<file path="src/include/psd_pkg.sv">
// Function
// sync enable bit 7 gates sync input; when set PLL follows sync.
// dither field bits 6:5 selects none, one, two or three bits.
// register A6h holds PLL count bits 12:5.
// register A7h bits 7:3 hold PLL count bits 4:0.
// PLL count used only while sync locking enabled; otherwise fixed frequency.
// PLL frequency 5, 10, 20 or 40 MHz from resolution field.
// PLL count equals PLL frequency over sync frequency times factor.
// bit 2 at A7h picks resistor or register field as frequency source.
// bits 1:0 select input hysteresis off, or 11, 10, 8-bit resolution.
// boost code gives 10 V plus 1 V per step, saturating at 40 V.
package psd_pkg;
    localparam logic [7:0] ADDR_SYNC_DITHER_BOOST = 8'hA5;
    localparam logic [7:0] ADDR_PLL_HIGH = 8'hA6;
    localparam logic [7:0] ADDR_PLL_LOW = 8'hA7;
    localparam logic [7:0] RESET_SYNC_DITHER_BOOST = 8'h00;
    localparam logic [7:0] RESET_PLL_HIGH = 8'h00;
    localparam logic [7:0] RESET_PLL_LOW = 8'h00;
    localparam int SYNC_EN_BIT = 7;
    localparam int DITHER_MSB = 6;
    localparam int DITHER_LSB = 5;
    localparam int BOOST_MSB = 4;
    localparam int PLL_LOW_MSB = 7;
    localparam int PLL_LOW_LSB = 3;
    localparam int FREQ_SRC_BIT = 2;
    localparam int HYST_MSB = 1;
    localparam logic [5:0] BOOST_BASE_VOLTS = 6'h0A;
    localparam logic [5:0] BOOST_MAX_VOLTS = 6'h28;
    localparam logic [7:0] FACTOR_5MHZ = 8'h1A;
    localparam logic [7:0] FACTOR_10MHZ = 8'h32;
    localparam logic [7:0] FACTOR_20MHZ = 8'h62;
    localparam logic [7:0] FACTOR_40MHZ = 8'hC4;
    localparam logic [5:0] PLL_MHZ_5 = 6'h05;
    localparam logic [5:0] PLL_MHZ_10 = 6'h0A;
    localparam logic [5:0] PLL_MHZ_20 = 6'h14;
    localparam logic [5:0] PLL_MHZ_40 = 6'h28;
    localparam logic [3:0] HYST_RES_11 = 4'hB;
    localparam logic [3:0] HYST_RES_10 = 4'hA;
    localparam logic [3:0] HYST_RES_8 = 4'h8;
endpackage

</file>
<file path="src/rtl/psd_cfg.sv">
`timescale 1ns/1ps
module psd_cfg (
    // clock and reset
    input wire logic clk,
    input wire logic reset_n,
    // register port
    input wire logic wr_en,
    input wire logic [7:0] addr,
    input wire logic [7:0] wr_data,
    output logic [7:0] rd_data,
    // other configuration inputs
    input wire logic [1:0] pwm_resolution,
    input wire logic sync_in,
    // decoded controls, plus the pwm_rate_field input
    output logic pll_sync_active,
    output logic pll_sync_clk,
    output logic [12:0] pll_count,
    output logic [5:0] pll_freq_mhz,
    output logic [7:0] pll_factor,
    output logic [1:0] dither_bits,
    output logic [4:0] boost_target_code,
    output logic [5:0] boost_target_volts,
    output logic freq_resistor_select,
    output logic [4:0] pwm_rate_code,
    input wire logic [4:0] pwm_rate_field,
    output logic hyst_enable,
    output logic [3:0] hyst_resolution
);
    logic rst_meta;
    logic rst_sync_n;
    logic [7:0] sync_dither_boost_cfg;
    logic [7:0] pll_count_high;
    logic [7:0] pll_count_low_freqsrc_hyst;
    logic sync_en;
    logic [4:0] vcode;
    logic [5:0] next_volts;
    logic [12:0] next_pll_count;
    logic [5:0] next_freq_mhz;
    logic [7:0] next_factor;
    logic [3:0] next_hyst_res;

    // register slot of an address, zero when unmapped
    function automatic logic [1:0] reg_index(input logic [7:0] a);
        logic [1:0] idx;
        idx = 2'h0;
        case (a)
            psd_pkg::ADDR_SYNC_DITHER_BOOST: idx = 2'h1;
            psd_pkg::ADDR_PLL_HIGH: idx = 2'h2;
            psd_pkg::ADDR_PLL_LOW: idx = 2'h3;
            default: idx = 2'h0;
        endcase
        return idx;
    endfunction

    // async reset copy released through two flops
    always_ff @(posedge clk or negedge reset_n) begin
        if (!reset_n) begin
            rst_meta <= 1'b0;
            rst_sync_n <= 1'b0;
        end else begin
            rst_meta <= 1'b1;
            rst_sync_n <= rst_meta;
        end
    end

    always_ff @(posedge clk or negedge rst_sync_n) begin
        if (!rst_sync_n) begin
            sync_dither_boost_cfg <= psd_pkg::RESET_SYNC_DITHER_BOOST;
        end else if (wr_en && reg_index(addr) == 2'h1) begin
            sync_dither_boost_cfg <= wr_data;
        end
    end

    always_ff @(posedge clk or negedge rst_sync_n) begin
        if (!rst_sync_n) begin
            pll_count_high <= psd_pkg::RESET_PLL_HIGH;
        end else if (wr_en && reg_index(addr) == 2'h2) begin
            pll_count_high <= wr_data;
        end
    end

    always_ff @(posedge clk or negedge rst_sync_n) begin
        if (!rst_sync_n) begin
            pll_count_low_freqsrc_hyst <= psd_pkg::RESET_PLL_LOW;
        end else if (wr_en && reg_index(addr) == 2'h3) begin
            pll_count_low_freqsrc_hyst <= wr_data;
        end
    end

    // read data, unmapped addresses read zero
    always_ff @(posedge clk or negedge rst_sync_n) begin
        if (!rst_sync_n) begin
            rd_data <= 8'h00;
        end else begin
            case (reg_index(addr))
                2'h1: rd_data <= sync_dither_boost_cfg;
                2'h2: rd_data <= pll_count_high;
                2'h3: rd_data <= pll_count_low_freqsrc_hyst;
                default: rd_data <= 8'h00;
            endcase
        end
    end

    assign sync_en = sync_dither_boost_cfg[psd_pkg::SYNC_EN_BIT];
    assign vcode = sync_dither_boost_cfg[psd_pkg::BOOST_MSB:0];

    always_comb begin
        next_volts = psd_pkg::BOOST_BASE_VOLTS + {1'b0, vcode};
        if (next_volts > psd_pkg::BOOST_MAX_VOLTS)
            next_volts = psd_pkg::BOOST_MAX_VOLTS;
    end

    // count is zero unless sync locking is on
    always_comb begin
        next_pll_count = 13'h0000;
        if (sync_en)
            next_pll_count = {pll_count_high, pll_count_low_freqsrc_hyst[
                psd_pkg::PLL_LOW_MSB:psd_pkg::PLL_LOW_LSB]};
    end

    always_comb begin
        next_freq_mhz = psd_pkg::PLL_MHZ_40;
        next_factor = psd_pkg::FACTOR_40MHZ;
        case (pwm_resolution)
            2'h0: begin
                next_freq_mhz = psd_pkg::PLL_MHZ_5;
                next_factor = psd_pkg::FACTOR_5MHZ;
            end
            2'h1: begin
                next_freq_mhz = psd_pkg::PLL_MHZ_10;
                next_factor = psd_pkg::FACTOR_10MHZ;
            end
            2'h2: begin
                next_freq_mhz = psd_pkg::PLL_MHZ_20;
                next_factor = psd_pkg::FACTOR_20MHZ;
            end
            default: begin
                next_freq_mhz = psd_pkg::PLL_MHZ_40;
                next_factor = psd_pkg::FACTOR_40MHZ;
            end
        endcase
    end

    always_comb begin
        next_hyst_res = 4'h0;
        case (pll_count_low_freqsrc_hyst[psd_pkg::HYST_MSB:0])
            2'h0: begin
                next_hyst_res = 4'h0;
            end
            2'h1: begin
                next_hyst_res = psd_pkg::HYST_RES_11;
            end
            2'h2: begin
                next_hyst_res = psd_pkg::HYST_RES_10;
            end
            default: begin
                next_hyst_res = psd_pkg::HYST_RES_8;
            end
        endcase
    end

    always_ff @(posedge clk or negedge rst_sync_n) begin
        if (!rst_sync_n) begin
            pll_sync_active <= 1'b0;
        end else begin
            pll_sync_active <= sync_en;
        end
    end

    // sync input reaches the loop only while locking is enabled
    always_ff @(posedge clk or negedge rst_sync_n) begin
        if (!rst_sync_n) begin
            pll_sync_clk <= 1'b0;
        end else begin
            pll_sync_clk <= sync_en & sync_in;
        end
    end

    always_ff @(posedge clk or negedge rst_sync_n) begin
        if (!rst_sync_n) begin
            pll_count <= 13'h0000;
        end else begin
            pll_count <= next_pll_count;
        end
    end

    always_ff @(posedge clk or negedge rst_sync_n) begin
        if (!rst_sync_n) begin
            pll_freq_mhz <= psd_pkg::PLL_MHZ_5;
            pll_factor <= psd_pkg::FACTOR_5MHZ;
        end else begin
            pll_freq_mhz <= next_freq_mhz;
            pll_factor <= next_factor;
        end
    end

    always_ff @(posedge clk or negedge rst_sync_n) begin
        if (!rst_sync_n) begin
            dither_bits <= 2'h0;
        end else begin
            dither_bits <= sync_dither_boost_cfg
                [psd_pkg::DITHER_MSB:psd_pkg::DITHER_LSB];
        end
    end

    always_ff @(posedge clk or negedge rst_sync_n) begin
        if (!rst_sync_n) begin
            boost_target_code <= 5'h00;
            boost_target_volts <= psd_pkg::BOOST_BASE_VOLTS;
        end else begin
            boost_target_code <= vcode;
            boost_target_volts <= next_volts;
        end
    end

    always_ff @(posedge clk or negedge rst_sync_n) begin
        if (!rst_sync_n) begin
            freq_resistor_select <= 1'b0;
        end else begin
            freq_resistor_select <=
                pll_count_low_freqsrc_hyst[psd_pkg::FREQ_SRC_BIT];
        end
    end

    // rate code is meaningless while the resistor sets the frequency
    always_ff @(posedge clk or negedge rst_sync_n) begin
        if (!rst_sync_n) begin
            pwm_rate_code <= 5'h00;
        end else begin
            pwm_rate_code <= pll_count_low_freqsrc_hyst[psd_pkg::FREQ_SRC_BIT]
                ? 5'h00 : pwm_rate_field;
        end
    end

    always_ff @(posedge clk or negedge rst_sync_n) begin
        if (!rst_sync_n) begin
            hyst_enable <= 1'b0;
            hyst_resolution <= 4'h0;
        end else begin
            hyst_enable <= next_hyst_res != 4'h0;
            hyst_resolution <= next_hyst_res;
        end
    end
endmodule // psd_cfg

</file>
<file path="config.mk">
export PLATFORM = sky130hd
export DESIGN_NAME = psd_cfg
export DESIGN_NICKNAME = d
export VERILOG_FILES = /design/src/include/psd_pkg.sv /design/src/rtl/psd_cfg.sv
export SDC_FILE = /design/constraint.sdc
export NUM_CORES = 1
export LEC_CHECK = 0
export ABC_AREA = 1
export BUFFER_PORTS_ARGS = -buffer_cell sky130_fd_sc_hd__buf_2
export CAP_MARGIN = 20
export CORE_UTILIZATION = 37
export CTS_CLUSTER_DIAMETER = 120
export DETAILED_ROUTE_END_ITERATION = 8
export PLACE_DENSITY = 0.69
export SLEW_MARGIN = 15
export SYNTH_ARGS = -nofsm -noshare
export SYNTH_HDL_FRONTEND = slang
export SYNTH_SLANG_ARGS = --single-unit
</file>
<file path="constraint.sdc">
create_clock -name clk -period 4.2 [get_ports clk]
set_input_delay 0.84 -clock clk [delete_from_list [all_inputs] [get_ports clk]]
set_output_delay 0.84 -clock clk [all_outputs]
set_load 0.02 [all_outputs]
</file>
=== After elaboration in Yosys (flattened, before gate mapping) ===
Index checks and enable logic that the tools add are counted.

* Memories: 0
* Latch bits: 0
* Bits of input ports: 27
* Word-level logic and storage cells: 45
* Output and inout bits: 61
* Flip-flop bits (word level): 87
* Bits in writable memories: 0
* ROM bits: 0

* Muxes and demuxes: 8
* Multiply operators: 0
* Divide/modulo/power cells: 0
* Reductions and logical operators: 6
* Add/sub/neg operators: 1
* Bitwise operators: 1
* $lt $le $gt $ge: 1
* Shifts and indexed selects: 0
* Equality and inequality tests: 10

{| class="wikitable"
|+ Operator list
! cell !! number
|-
| one-hot mux 8 bit (3 select lines) || 2
|-
| == test 8 bit (second input constant) || 3
|-
| one-hot mux 6 bit (3 select lines) || 1
|-
| 2-to-1 mux 13 bit || 1
|-
| one-hot mux 4 bit (3 select lines) || 1
|-
| == test 2 bit (second input constant) || 4
|-
| adder 4 x 5 -> 6 bit (first input constant) || 1
|-
| == test 2 x 1 -> 1 bit (second input constant) || 3
|-
| greater-than comparator 6 bit (second input constant) || 1
|-
| 2-to-1 mux 6 bit || 1
|-
| one-hot mux 2 bit (3 select lines) || 1
|-
| 2-to-1 mux 5 bit || 1
|-
| zero test 2 bit || 2
|-
| nonzero test 4 bit || 1
|-
| logical AND 1 bit || 3
|-
| bitwise AND 1 bit || 1
|}

=== Longest topological paths before layout ===
* Depth after elaboration: 4
* Gate-level depth with buffers: 8
* Gate-level depth less buffers: 8

=== Least setup slack after synthesis ===
OpenSTA, ideal clock, no wires.

* Kind: input to register
* Start: in addr[6]
* End: reg pll_count_low_freqsrc_hyst[0]
* Data required time: 4.083 ns
* Stages on the path: 7
* Setup slack: 2.612 ns
* Data arrival time: 1.471 ns
* Cell sequence: inv_1 -> nand2_1 -> nor2_4 -> buf_6 -> nand3_2 -> nand2_1 -> nand2_1

* Longest elaborated chain between the ends: 4
* Elaborated cells between the ends (all ways): 6
* Those cells by class: eq/ne: 4; mux: 1; reduce/logical: 1

{| class="wikitable"
|+ RTL lines
! what !! line !! RTL
|-
| start, declared || psd_cfg.sv:8 || <nowiki>input wire logic [7:0] addr,</nowiki>
|-
| == test 8 bit || psd_cfg.sv:46 || <nowiki>case (a)</nowiki>
|-
| one-hot mux 2 bit (3 select lines) * || psd_cfg.sv:46 ||
|-
| == test 2 bit * || psd_cfg.sv:85 || <nowiki>end else if (wr_en && reg_index(addr) == 2'h3) begin</nowiki>
|-
| logical AND 1 bit * || psd_cfg.sv:85 ||
|-
| end signal, assigned || psd_cfg.sv:84 || <nowiki>pll_count_low_freqsrc_hyst <= psd_pkg::RESET_PLL_LOW;</nowiki>
|-
| end signal, assigned || psd_cfg.sv:86 || <nowiki>pll_count_low_freqsrc_hyst <= wr_data;</nowiki>
|-
| end, declared || psd_cfg.sv:33 || <nowiki>logic [7:0] pll_count_low_freqsrc_hyst;</nowiki>
|}

Every way passes the cells marked *; elsewhere a longest branch is shown, timed or not.
A chain may end at the register's enable or synchronous reset.

=== Worst setup path in the final report ===
* Start: in addr[4]
* End: reg sync_dither_boost_cfg[1]

* Longest elaborated chain between the ends: 4
* Elaborated cells between the ends (all ways): 6
* Those cells by class: eq/ne: 4; mux: 1; reduce/logical: 1

{| class="wikitable"
|+ RTL lines
! what !! line !! RTL
|-
| == test 8 bit || psd_cfg.sv:46 ||
|-
| one-hot mux 2 bit (3 select lines) * || psd_cfg.sv:46 ||
|-
| == test 2 x 1 -> 1 bit * || psd_cfg.sv:69 || <nowiki>end else if (wr_en && reg_index(addr) == 2'h1) begin</nowiki>
|-
| logical AND 1 bit * || psd_cfg.sv:69 ||
|-
| end signal, assigned || psd_cfg.sv:68 || <nowiki>sync_dither_boost_cfg <= psd_pkg::RESET_SYNC_DITHER_BOOST;</nowiki>
|-
| end signal, assigned || psd_cfg.sv:70 || <nowiki>sync_dither_boost_cfg <= wr_data;</nowiki>
|-
| end, declared || psd_cfg.sv:31 || <nowiki>logic [7:0] sync_dither_boost_cfg;</nowiki>
|}

Marks and branches as above.

==> run metrics <==
max_cap viols 0; Unique masters post-synth 19; top-count cell post-synth nand2_1; Async SR Flop Fraction 100.0%; Tmin final 2013 ps; CP endpoint kind flop; crit-path leading delay family simple AND/OR/NAND/NOR gates; Fin. Hold Viols 0; post-synthesis sequential area ratio 64.52%; DR WL/cell 12.57 um; hpwl dp 4.267 mm; highest-delay cell along the critical path nor2_4; hold_buf cts 0; Pins Over Slew Limit 0; Mapped Cells 305; Worst-Skew Late Latency 340 ps; worst reg2reg setup slack 2860 ps; Root Driver clkbuf_8; I/O pins 88; core area 0.008217 mm^2; initial antenna violation count 0; n_diodes 0; Worst EP required 4430 ps; vias in the first global route 2086; R2R cell count 4; Avg Inst Size Synth 10.34 um^2; number of gates resized after CTS 0; CP max stage delay 490 ps; run status finished clean; area delta synth->final 22.02%; final WL 6.223 mm; Initial DRT Pass Iterations 4; combinational power share 7.6%; crit-path max FO 30; Top FF cell, synth dfrtp_1; Setup crit start kind primary input; die width 94.31 um; critical path cell sequence buf_2 -> inv_2 -> nand2_1 -> nor2_4 -> buf_4 -> nand3_2 -> nand2_1 -> nand2_1; reg-to-reg startpoint sync_dither_boost_cfg[1]$_DFFE_PN0P_; Synthesis Warnings 0; first-pass GRT wire length 10.10 mm; Die H 94.31 um; most frequent cells after synthesis 80 x nand2_1, 75 x dfrtp_1, 37 x inv_1; Final Skew 5.678 ps; Slew @ Worst Pin 623.2 ps; total gr overflow 0; worst setup margin 2187 ps; Max Root-Sink Buffers 2; Starting Density 38.37%; Clock power frac 39.6%; Multi-input gate area 849.6 um^2; CP Class primary input to flop; leak pwr 2.250 nW; setup TNS 0 ps; Internal Power 0.001217 W; # nets final 419; dominant cells by area after synthesis dfrtp_1 60%, nand2_1 9.5%, nand3_1 5.2%, dfstp_2 5.0%, nand4_1 4.8%; RR Endpoint boost_target_volts[0]$_DFF_PN0_; PwrDens 413.2 mW/mm^2; Hold Path Class primary input to async pin; Final setup viols 0; DR DRC count 0; synthesized area 0.003153 mm^2; crit path DAT 2240 ps; total number of vias 2316; area leader, netlist dfrtp_1; f_max 496.9 MHz; CTS tree done; Post-synth EDFFs 0; Register Area 0.002038 mm^2; Detailed Route Iter0 Violations 171; worst-case vdd ir drop 0.2118 mV; number of antenna-violating nets in the routed design 0; Switching Fraction 23.47%; Yosys top cell area share 59.52%; IO buf count 85; Post-Place Worst Slack 1845 ps; total CTS buffers 9; slew margin rel. 58.36%; FF+latch count, synth 81; Sw Pwr 0.0003732 W; overall routing resource usage 15.28%; # Post-CTS Setup Buffers 0; RSZ-0062 raised after global routing false; Flop pwr share 52.8%; clock tree sinks 81; GPL Wtd Cong 0.7998; clock slew at reported path FFs 70 ps; site row count 33; H-tree depth 3; die area 0.008894 mm^2; cell mode on critical path nand2_1; Final period util 47.92%; worst path buffer plus inverter count 3; largest net degree at the start of global routing 80; vias per cell 4.679; fillers 788; share of cells above drive strength 1 30.77%
## logic make-up (layout without fill, tap and decap cells)
kind of cell / count (synthesis) / in the layout / share of synthesized area, %
flops: 81 / 81 / 64.52
fa+ha+maj: 7 / 7 / 2.778
buf+inv: 58 / 142 / 8.650
compound gates: 7 / 7 / 1.111
simple gates: 150 / 150 / 22.70
other cells: 2 / 3 / 0.2382
## through the flow
step / power (W) / area (um^2) / util (%) / instances / hold slack (ps)
finish: 0.001590 / 3847 / 46.83 / 495 / 267.6
global placement: 0.0009718 / 3598 / 43.79 / 478 / 337.3
CTS: 0.001609 / 3827 / 46.58 / 494 / 251.4
global route: 0.001658 / 3847 / 46.83 / 495 / 254.3
floorplan: 0.0009291 / 3157 / - / 306 / 331.2
detailed placement: 0.0009761 / 3598 / 43.79 / 478 / 345.9
## placed cells by master (no fill, tap or decap)
cell and instances:
buf_2 85, nand2_1 80, dfrtp_1 74, inv_1 37, nand3_1 33, nand4_1 24
clkbuf_8 11, ha_1 7, a21oi_1 6, dfstp_2 6, nor2_1 5, nor2_4 4
nand3_2 3, conb_1 3, inv_2 2, bufinv_16 2, clkinv_2 2, nand2_2 1
o21ai_0 1, clkinvlp_4 1, buf_12 1, buf_4 1, dfrtp_4 1
## power groups by stage
stage / sequential [W] / clock [W] / combinational, W
6_report: 0.000839 / 0.000629 / 0.000121
3_5_place_dp: 0.000863 / 0 / 0.000113
5_1_grt: 0.000845 / 0.000677 / 0.000137
4_1_cts: 0.000848 / 0.000648 / 0.000113
2_1_floorplan: 0.000878 / 0 / 0.0000512
3_3_place_gp: 0.000861 / 0 / 0.000110
## metal layers
metal / wire [um] / up-vias / track usage [%] / part of all wire [%]
li1: - / 1122 / - / -
met1: 2771 / 1094 / 20.51 / 45
met2: 2894 / 87 / 22.22 / 47
met3: 409 / 13 / 3.155 / 6.6
met4: 147 / 0 / 10.13 / 2.4
met5: 0 / - / 0 / 0
## layout make-up
| class | count | area share [%] |
|---|---|---|
| repair buffers | 87 | 11.77 |
| inverters | 39 | 3.805 |
| flip-flops and latches | 81 | 52.98 |
| well taps | 105 | 3.415 |
| clock inverters | 5 | 2.016 |
| clock buffers | 11 | 3.935 |
| multi-input cells | 167 | 22.08 |
## worst max-delay path by stage
| stage | to | slack (ps) | cells after the start | start |
|---|---|---|---|---|
| 2_1_floorplan | boost_target_code[0]$_DFF_PN0_ | 1790 | 0 | rst_sync_n$_DFF_PN0_ |
| 3_3_place_gp | sync_dither_boost_cfg[7]$_DFFE_PN0P_ | 1880 | 8 | addr[4] |
| 3_5_place_dp | sync_dither_boost_cfg[7]$_DFFE_PN0P_ | 1850 | 8 | addr[6] |
| 4_1_cts | sync_dither_boost_cfg[7]$_DFFE_PN0P_ | 2220 | 8 | addr[6] |
| 5_1_grt | sync_dither_boost_cfg[4]$_DFFE_PN0P_ | 2000 | 8 | addr[6] |
| 6_report | sync_dither_boost_cfg[1]$_DFFE_PN0P_ | 2190 | 8 | addr[4] |
## registers in the layout (all words and copies together), names as in the netlist
signal                      flops
boost_target_code               5
hyst_resolution                 2
rst_meta                        1
pll_count                      13
pwm_rate_code                   5
freq_resistor_select            1
rst_sync_n                      1
pll_sync_clk                    1
pll_factor                      5
pll_freq_mhz                    5
sync_dither_boost_cfg           8
pll_sync_active                 1
pll_count_low_freqsrc_hyst      8
boost_target_volts              6
rd_data                         8
pll_count_high                  8
hyst_enable                     1
dither_bits                     2
Note: power is estimated with default switching activity, not from simulation.
